### src/adc_reg_pkg.sv
// Register map, command layout and frame constants of the serial register access block
package adc_reg_pkg;
    localparam int          FRAME_BITS      = 16;
    localparam int          CNT_W           = 5;
    localparam logic [4:0]  FRAME_LAST      = 5'h0F;
    localparam int          WR_BIT          = 15;
    localparam int          SEL_HI          = 14;
    localparam int          SEL_LO          = 12;
    localparam int          DATA_W          = 12;
    localparam logic [2:0]  SEL_CONFIG_ONE  = 3'h1;
    localparam logic [2:0]  SEL_CONFIG_TWO  = 3'h2;
    localparam logic [2:0]  SEL_ALERT_FLAGS = 3'h3;
    localparam logic [2:0]  SEL_ALERT_LOW   = 3'h4;
    localparam logic [2:0]  SEL_ALERT_HIGH  = 3'h5;
    localparam logic [11:0] RST_CONFIG_ONE  = 12'h000;
    localparam logic [11:0] RST_CONFIG_TWO  = 12'h000;
    localparam logic [11:0] RST_ALERT_FLAGS = 12'h000;
    localparam logic [11:0] RST_ALERT_LOW   = 12'h800;
    localparam logic [11:0] RST_ALERT_HIGH  = 12'h7FF;
    localparam int          STYLE_BIT       = 9;
    localparam int          RATIO_HI        = 8;
    localparam int          RATIO_LO        = 6;
    localparam int          CHECK_EN_BIT    = 5;
    localparam logic [11:0] CONFIG_ONE_MASK = 12'h3FD;
    localparam logic [2:0]  RATIO_OFF       = 3'h0;
    localparam logic [2:0]  RATIO_MAX_NORM  = 3'h5;
    localparam logic [2:0]  RATIO_MAX_ROLL  = 3'h3;

    typedef struct packed {
        logic        write_flag;
        logic [2:0]  register_select;
        logic [11:0] payload;
    } command_t;

    typedef struct packed {
        logic       averaging_style;
        logic [2:0] oversample_ratio;
        logic       ratio_enabled;
    } oversample_cfg_t;
endpackage

### src/adc_serial_register_access.sv
// Register bank behind the serial command port of a quad sampling converter
//
// Behaviour
// A register frame lasts exactly 16 serial clock cycles.
// Command bit 15 is write flag, 14..12 select, 11..0 payload.
// Received bits 14..12 choose the addressed register.
// Write flag 1 to a writable register loads the 12 payload bits; config one keeps bits 11, 10 and 1 at zero.
// Write flag 0 is a read request and changes no register.
// A valid read returns the register on the primary output next frame.
// Reads of select 0, 6 or 7 are ignored; next frame returns conversions.
// Reads aimed at write-only registers are ignored.
// Writes to read-only registers are discarded.
// Writes to no-operation and reserved addresses have no effect.
// Reads of no-operation or reserved addresses give conversions next frame.
// Config one bit 9 picks block (0) or rolling (1) averaging.
// Config one bits 8..6 set ratio; 000 off; rolling allows 2, 4, 8 only.
// Setting write-check bit 5 from 0 to 1 needs a valid check value.
// Frames are MSB first and bounded by the active-low chip select.
// Pending read target holds across the frame and clears after use.
`timescale 1ns/10ps
module adc_serial_register_access (
    input  wire logic                          clk_sys_i,
    input  wire logic                          rst_i,
    input  wire logic                          ce_i,
    input  wire logic                          chip_select_n_i,
    input  wire logic                          serial_clock_i,
    input  wire logic                          serial_command_in_i,
    input  wire logic                          check_valid_i,
    input  wire logic [adc_reg_pkg::FRAME_BITS-1:0] conversion_word_i,
    input  wire logic [11:0]                   alert_flags_i,
    output logic                               primary_serial_out_o,
    output logic [11:0]                        config_one_o,
    output logic [11:0]                        config_two_o,
    output logic [11:0]                        alert_high_threshold_o,
    output adc_reg_pkg::oversample_cfg_t       oversample_cfg_o,
    output logic                               frame_ignored_o
);
    import adc_reg_pkg::*;

    typedef enum logic [1:0] {
        ST_IDLE  = 2'b00,
        ST_FRAME = 2'b01,
        ST_WAIT  = 2'b11
    } frame_state_t;

    frame_state_t state;
    frame_state_t next_state;

    logic        sclk_q;
    logic        cs_n_q;
    logic [2:0]  pending_sel;
    logic        pending_valid;
    logic [11:0] alert_flags;
    logic [11:0] alert_low_threshold;
    logic        sdo_bit;
    logic [FRAME_BITS-1:0] cmd_word;
    logic        frame_done;

    // Inputs taken as synchronous; edges come from a one-cycle history
    wire sclk_rise    = serial_clock_i && !sclk_q;
    wire sclk_fall    = !serial_clock_i && sclk_q;
    wire frame_start  = !chip_select_n_i && cs_n_q;
    wire frame_active = !chip_select_n_i;

    command_t cmd;
    assign cmd = command_t'(cmd_word);

    // Select decode, reused for read and write sides
    function automatic logic sel_readable(input logic [2:0] sel);
        return sel inside {SEL_CONFIG_ONE, SEL_CONFIG_TWO, SEL_ALERT_FLAGS,
                           SEL_ALERT_LOW, SEL_ALERT_HIGH};
    endfunction

    function automatic logic sel_writable(input logic [2:0] sel);
        return sel inside {SEL_CONFIG_ONE, SEL_CONFIG_TWO, SEL_ALERT_HIGH};
    endfunction

    function automatic logic ratio_legal(input logic style, input logic [2:0] ratio);
        return style ? (ratio <= RATIO_MAX_ROLL) : (ratio <= RATIO_MAX_NORM);
    endfunction

    wire [2:0]  sel        = cmd.register_select;
    wire        is_write   = frame_done && cmd.write_flag;
    wire        is_read    = frame_done && !cmd.write_flag;
    // Check bit rising needs a good check value, else the whole frame drops
    wire        check_rise = (sel == SEL_CONFIG_ONE) && cmd.payload[CHECK_EN_BIT]
                             && !config_one_o[CHECK_EN_BIT];
    wire        check_fail = is_write && check_rise && !check_valid_i;
    wire        do_write   = is_write && sel_writable(sel) && !check_fail;
    wire        read_ok    = is_read && sel_readable(sel);
    wire [11:0] cfg1_next  = cmd.payload & CONFIG_ONE_MASK;

    function automatic logic [11:0] reg_value(input logic [2:0] s,
                                              input logic [11:0] c1, input logic [11:0] c2,
                                              input logic [11:0] af, input logic [11:0] lo,
                                              input logic [11:0] hi);
        unique case (s)
            SEL_CONFIG_ONE:  return c1;
            SEL_CONFIG_TWO:  return c2;
            SEL_ALERT_FLAGS: return af;
            SEL_ALERT_LOW:   return lo;
            SEL_ALERT_HIGH:  return hi;
            default:         return 12'h000;
        endcase
    endfunction

    // Read answer echoes the select in bits 14..12, with bit 15 at zero
    wire [11:0] read_data = reg_value(pending_sel, config_one_o, config_two_o, alert_flags,
                                      alert_low_threshold, alert_high_threshold_o);
    wire [FRAME_BITS-1:0] out_word = pending_valid ? {1'b0, pending_sel, read_data}
                                                   : conversion_word_i;

    always_comb begin
        next_state = state;
        unique case (state)
            ST_IDLE:  if (frame_start) next_state = ST_FRAME;
            ST_FRAME: if (frame_done) next_state = ST_WAIT;
                      else if (chip_select_n_i) next_state = ST_IDLE;
            ST_WAIT:  if (chip_select_n_i) next_state = ST_IDLE;
            default:  next_state = ST_IDLE;
        endcase
    end

    cmd_shifter #(
        .FRAME_BITS     (FRAME_BITS)
    ) u_cmd (
        .clk_sys_i      (clk_sys_i),
        .rst_i          (rst_i),
        .ce_i           (ce_i),
        .frame_active_i (frame_active && state != ST_WAIT),
        .shift_i        (sclk_rise),
        .bit_i          (serial_command_in_i),
        .word_o         (cmd_word),
        .done_o         (frame_done)
    );

    out_shifter #(
        .FRAME_BITS     (FRAME_BITS)
    ) u_out (
        .clk_sys_i      (clk_sys_i),
        .rst_i          (rst_i),
        .ce_i           (ce_i),
        .load_i         (frame_start),
        .data_i         (out_word),
        .shift_i        (sclk_fall && frame_active),
        .bit_o          (sdo_bit)
    );

    always_ff @(posedge clk_sys_i or posedge rst_i) begin
        if (rst_i) begin
            state   <= ST_IDLE;
            sclk_q  <= 1'b0;
            cs_n_q  <= 1'b1;
        end else if (ce_i) begin
            state   <= next_state;
            sclk_q  <= serial_clock_i;
            cs_n_q  <= chip_select_n_i;
        end
    end

    // Pending read: set by a valid read, spent when the next frame loads it
    always_ff @(posedge clk_sys_i or posedge rst_i) begin
        if (rst_i) begin
            pending_valid <= 1'b0;
            pending_sel   <= 3'h0;
        end else if (ce_i) begin
            if (frame_done) begin
                pending_valid <= read_ok;
                pending_sel   <= sel;
            end else if (frame_start) begin
                pending_valid <= 1'b0;
            end
        end
    end

    always_ff @(posedge clk_sys_i or posedge rst_i) begin
        if (rst_i) begin
            config_one_o           <= RST_CONFIG_ONE;
            config_two_o           <= RST_CONFIG_TWO;
            alert_high_threshold_o <= RST_ALERT_HIGH;
        end else if (ce_i && do_write) begin
            unique case (sel)
                SEL_CONFIG_ONE: config_one_o <= cfg1_next;
                SEL_CONFIG_TWO: config_two_o <= cmd.payload;
                SEL_ALERT_HIGH: alert_high_threshold_o <= cmd.payload;
                default:        config_two_o <= config_two_o;
            endcase
        end
    end

    // Read-only registers: flags mirrored from the core, low threshold fixed
    always_ff @(posedge clk_sys_i or posedge rst_i) begin
        if (rst_i) begin
            alert_flags         <= RST_ALERT_FLAGS;
            alert_low_threshold <= RST_ALERT_LOW;
        end else if (ce_i) begin
            alert_flags         <= alert_flags_i;
            alert_low_threshold <= RST_ALERT_LOW;
        end
    end

    // Ratio fields decoded once; a ratio out of range for the style is treated as off
    always_ff @(posedge clk_sys_i or posedge rst_i) begin
        if (rst_i) begin
            oversample_cfg_o     <= '0;
            frame_ignored_o      <= 1'b0;
            primary_serial_out_o <= 1'b0;
        end else if (ce_i) begin
            oversample_cfg_o.averaging_style  <= config_one_o[STYLE_BIT];
            oversample_cfg_o.oversample_ratio <= config_one_o[RATIO_HI:RATIO_LO];
            oversample_cfg_o.ratio_enabled    <= (config_one_o[RATIO_HI:RATIO_LO] != RATIO_OFF)
                && ratio_legal(config_one_o[STYLE_BIT], config_one_o[RATIO_HI:RATIO_LO]);
            frame_ignored_o      <= check_fail;
            primary_serial_out_o <= sdo_bit;
        end
    end
endmodule

### src/cmd_shifter.sv
// Serial-in command shifter, counts frame bits and flags frame completion
`timescale 1ns/10ps
module cmd_shifter #(
    parameter int FRAME_BITS = 16
) (
    input  wire logic                  clk_sys_i,
    input  wire logic                  rst_i,
    input  wire logic                  ce_i,
    input  wire logic                  frame_active_i,
    input  wire logic                  shift_i,
    input  wire logic                  bit_i,
    output logic [FRAME_BITS-1:0]      word_o,
    output logic                       done_o
);
    import adc_reg_pkg::*;

    logic [CNT_W-1:0] count;
    wire              last_bit = (count == FRAME_LAST);

    // MSB first: new bits enter at the bottom
    always_ff @(posedge clk_sys_i or posedge rst_i) begin
        if (rst_i) begin
            word_o <= '0;
            count  <= '0;
            done_o <= 1'b0;
        end else if (ce_i) begin
            done_o <= frame_active_i && shift_i && last_bit;
            if (!frame_active_i) begin
                count <= '0;
            end else if (shift_i && count <= FRAME_LAST) begin
                word_o <= {word_o[FRAME_BITS-2:0], bit_i};
                count  <= count + 5'h01;
            end
        end
    end
endmodule

### src/out_shifter.sv
// Parallel-load serial-out shifter for the primary serial output
`timescale 1ns/10ps
module out_shifter #(
    parameter int FRAME_BITS = 16
) (
    input  wire logic                  clk_sys_i,
    input  wire logic                  rst_i,
    input  wire logic                  ce_i,
    input  wire logic                  load_i,
    input  wire logic [FRAME_BITS-1:0] data_i,
    input  wire logic                  shift_i,
    output logic                       bit_o
);
    logic [FRAME_BITS-1:0] shreg;

    always_ff @(posedge clk_sys_i or posedge rst_i) begin
        if (rst_i) begin
            shreg <= '0;
            bit_o <= 1'b0;
        end else if (ce_i) begin
            if (load_i) begin
                shreg <= {data_i[FRAME_BITS-2:0], 1'b0};
                bit_o <= data_i[FRAME_BITS-1];
            end else if (shift_i) begin
                shreg <= {shreg[FRAME_BITS-2:0], 1'b0};
                bit_o <= shreg[FRAME_BITS-1];
            end
        end
    end
endmodule

### config.mk
export PLATFORM = sky130hd
export DESIGN_NAME = adc_serial_register_access
export DESIGN_NICKNAME = d
export VERILOG_FILES = /design/src/adc_reg_pkg.sv /design/src/adc_serial_register_access.sv /design/src/cmd_shifter.sv /design/src/out_shifter.sv
export SDC_FILE = /design/constraint.sdc
export NUM_CORES = 1
export LEC_CHECK = 0
export ABC_AREA = 0
export CORE_MARGIN = 4
export CORE_UTILIZATION = 55
export CTS_BUF_LIST = sky130_fd_sc_hd__clkbuf_8
export CTS_CLUSTER_DIAMETER = 50
export DETAILED_ROUTE_END_ITERATION = 8
export DONT_BUFFER_PORTS = 1
export PLACE_DENSITY = 0.73
export SLEW_MARGIN = 20
export SYNTH_ARGS = -nofsm -noshare
export SYNTH_HDL_FRONTEND = slang
export SYNTH_HIERARCHICAL = 1
export SYNTH_SLANG_ARGS = --single-unit
export TNS_END_PERCENT = 10
### constraint.sdc
create_clock -name clk_sys_i -period 2.3 [get_ports clk_sys_i]
set_input_delay 0 -clock clk_sys_i [delete_from_list [all_inputs] [get_ports clk_sys_i]]
set_output_delay 0 -clock clk_sys_i [all_outputs]
set_load 0.02 [all_outputs]
==> impl_results.md <==
* Status: finished, final reports clean
* Clock skew at roughly 0.012 ns
* Routed Antenna Nets at 0
* Placed wire-length estimate at 7810 um
* Die width at just over 100 um
* Syn Area/Cell at roughly 12 sq um
* Htree depth at 3
* Starting density of the core at 57.1%
* Peak Freq at 0.466 GHz
* Overall power at roughly 3600 uW
* Total gr overflow at 0
* Core region area at 8300 sq um
* EDFF count, synth at 0
* Via count at 3300
* Data required, critical path at 2.60 ns
* Critical path capture point type: flop
* Routed WL at between 10000 and 15000 um
* Vias in the first global route at 3464
* First-pass GRT wire length at 18400 um
* MaxCap Viol Count at 0
* CTS tree: built
* I/O Buffers at 0
* Critical Path, Cell by Cell: ha_1 -> and3_1 -> ha_2 -> nor2b_1 -> nor3b_1 -> a2bb2oi_1 -> dlygate4sd3_1
* Crit start category: flop
* Fin Hold WS at 0.0102 ns
* Critical path fanouts, max at 7
* Main synth FF type: dfrtp_1
* CTS Buf Count at 9
* Filler-free cell count of the finished design at between 500 and 600
* Final Max Slew Viols at 0
* Family with the most delay on the worst path: buffers and inverters
* Distinct cells, synth at 50
* RD Place Congestion at 0.832
* Kind of critical path: reg -> reg
* Synth-to-layout area growth at 13.6%
* Crit path DAT at 2.45 ns
* Register area share after synthesis at about 52%
* Worst slew margin at between 40% and 50%
* Final period util at 93.3%
* Placed insts at 484
* Post-route DRC at 0
* HP Class: in -> reg
* Final number of setup-violating endpoints at 0
* Max VDD drop at 442 uV
* Pre-Repair DR Iteration Count at 5
* Slowest stage cell on the critical path: dlygate4sd3_1
* Gr usage total at 23.4%
* Diodes inserted at 0
* Pleak at 0.00244 uW
* Vias per Instance at around 6.2
* Die area at 10200 sq um
* Pin count of the biggest net entering global routing at 54
* CTS Root Cell: clkbuf_8
* Synth Register Bits at 98
* Final Hold Fails at 0
* Max incr delay on CP at 0.56 ns
* I/O pin cnt at roughly 80
* Setup TNS at 0 ns
* Mapped Cells at 391
* Initial antenna violation count at 0
* Buf+Inv Stages, Crit Path at 1
* Routed wire per std cell at 21.2 um
* Mapped cell area at between 4000 and 5000 sq um
* Clock buffer depth at 2
* # Post-CTS Setup Buffers at 0
* Layout cells sized above 1 at a little under a third
* Clock slew at reported path FFs at 0.10 ns
* Die height at 101 um
* Final WS setup at 0.154 ns
* Clk_lat worst skew at 0.36 ns
* Pre-CTS setup slack at 0.202 ns
* Syn. warnings at 6
* Ys async rst share at 100%
* Worst-margin pin slew at approximately 0.84 ns
* PwrDens at 661 nW/um^2
* RSZ-0062 raised after global routing: no
* Final min period at 2.15 ns
* Count of clock tree sinks at 98
* Iter 0 DRT Violations at 224
* # rows at 33
* Nets at approximately 460
-- kinds of logic (layout without fill, tap and decap cells) --
logic type,Yosys count,after routing,synth area share (%)
AND/OR/NAND/NOR,57,57,6.78
flip-flops,98,98,52.0
adder cells (fa/ha/maj),2,2,0.528
other,1,3,0.0791
buffers and inverters,55,86,5.36
AO/OA/AOI/OAI,101,101,15.6
multiplexers,77,77,19.6
-- Yosys cell counts, types with 3 or more instances --
library cell / number / area (sq um)
buf_2: 5 / 25.0
nor2_1: 14 / 52.6
dfrtp_1: 86 / 2150
dfstp_2: 12 / 315
o22ai_1: 33 / 206
inv_1: 28 / 105
nor2b_1: 9 / 56.3
o21ai_0: 8 / 40.0
nand2b_1: 4 / 25.0
nand2_1: 12 / 45.0
a2bb2oi_1: 10 / 87.6
buf_4: 5 / 37.5
a22o_1: 9 / 78.8
nor3_1: 6 / 30.0
mux2_2: 59 / 664
a22oi_1: 9 / 67.6
buf_6: 3 / 33.8
a21oi_1: 13 / 65.1
clkbuf_1: 12 / 45.0
mux2_4: 17 / 255
-- per-stage QoR --
stage	cell area (sq um)	utilization, %
after detailed placement	4860	58.6
after global routing	5390	64.9
final	5390	64.9
after CTS	5380	64.9
after floorplan	4750	-
after global placement	4860	58.6
-- worst min-delay path, delay by kind of cell --
kind,cells,cell delay [ns]
buffers and inverters,1,0.17
muxes,1,0.08
AOI/OAI and AO/OA,1,0.09
-- metal layers --
metal	vias up	global-route usage (%)	part of all wire, %
met5	-	0	0
met4	0	6.42	1.7
met3	15	8.51	9.6
met2	147	34.9	45
met1	1648	32.3	43
li1	1490	-	-
-- cells in the final DEF, fill, tap and decap left out, drive strengths merged, types with 3 or more instances in the layout --
| master | Yosys | routed |
|---|---|---|
| a21oi | 13 | 13 |
| nor2 | 14 | 14 |
| a22oi | 9 | 9 |
| dfrtp | 86 | 86 |
| o21ai | 8 | 8 |
| clkbuf | 12 | 10 |
| nor2b | 9 | 9 |
| mux2 | 76 | 76 |
| conb | 1 | 3 |
| nor3 | 6 | 6 |
| dlygate4sd3 | 0 | 28 |
| a22o | 9 | 9 |
| buf | 15 | 14 |
| a2bb2oi | 10 | 10 |
| o22ai | 33 | 33 |
| dfstp | 12 | 12 |
| nand2b | 5 | 5 |
| nand2 | 13 | 13 |
| inv | 28 | 32 |
-- report_power, final --
group          switching [uW]  total [uW]  leakage [uW]  internal (uW)
clock                     632        1190      0.000107            556
sequential                133        2000       0.00124           1860
combinational             177         375       0.00109            198
total                     942        3560       0.00244           2620
-- registers in the layout, indices dropped and copies added, names as in the netlist --
register and count:
alert_flags 12, alert_high_threshold_o 12, config_one_o 9, config_two_o 12, cs_n_q 1, frame_ignored_o 1, oversample_cfg_o 5, pending_sel 3
pending_valid 1, primary_serial_out_o 1, sclk_q 1, state 2, u_cmd/count 5, u_cmd/done_o 1, u_cmd/word_o 16, u_out/bit_o 1
u_out/shreg 15
-- worst paths after layout --
check	startpoint	endpoint	slack, ns	depth (start not counted)
min in group asynchronous	rst_i	u_out/shreg[5]	0.24	2
max	u_cmd/count[0]	u_cmd/count[3]	0.15	7
min reg2reg	alert_flags[11]	alert_flags[11]	0.51	1
max in group asynchronous	rst_i	alert_high_threshold_o[8]	1.34	3
min	ce_i	u_cmd/count[0]	0.01	3
max reg2reg	u_cmd/count[0]	u_cmd/count[3]	0.15	7
-- final cells by class --
cell class	instances	area, sq um
clock buffers	10	138
fillers	597	2910
multi-input cells	240	2040
inverters	28	105
repair buffers	42	430
well taps	105	131
clock inverters	6	77.6
flip-flops and latches	98	2470
-- what timing repair did --
item,CTS,global route
hold endpoints to repair,110,0
setup endpoints to repair,0,1
resized for setup,0,3
hold buffers,29,0
Note: power is estimated with default switching activity, not from simulation.
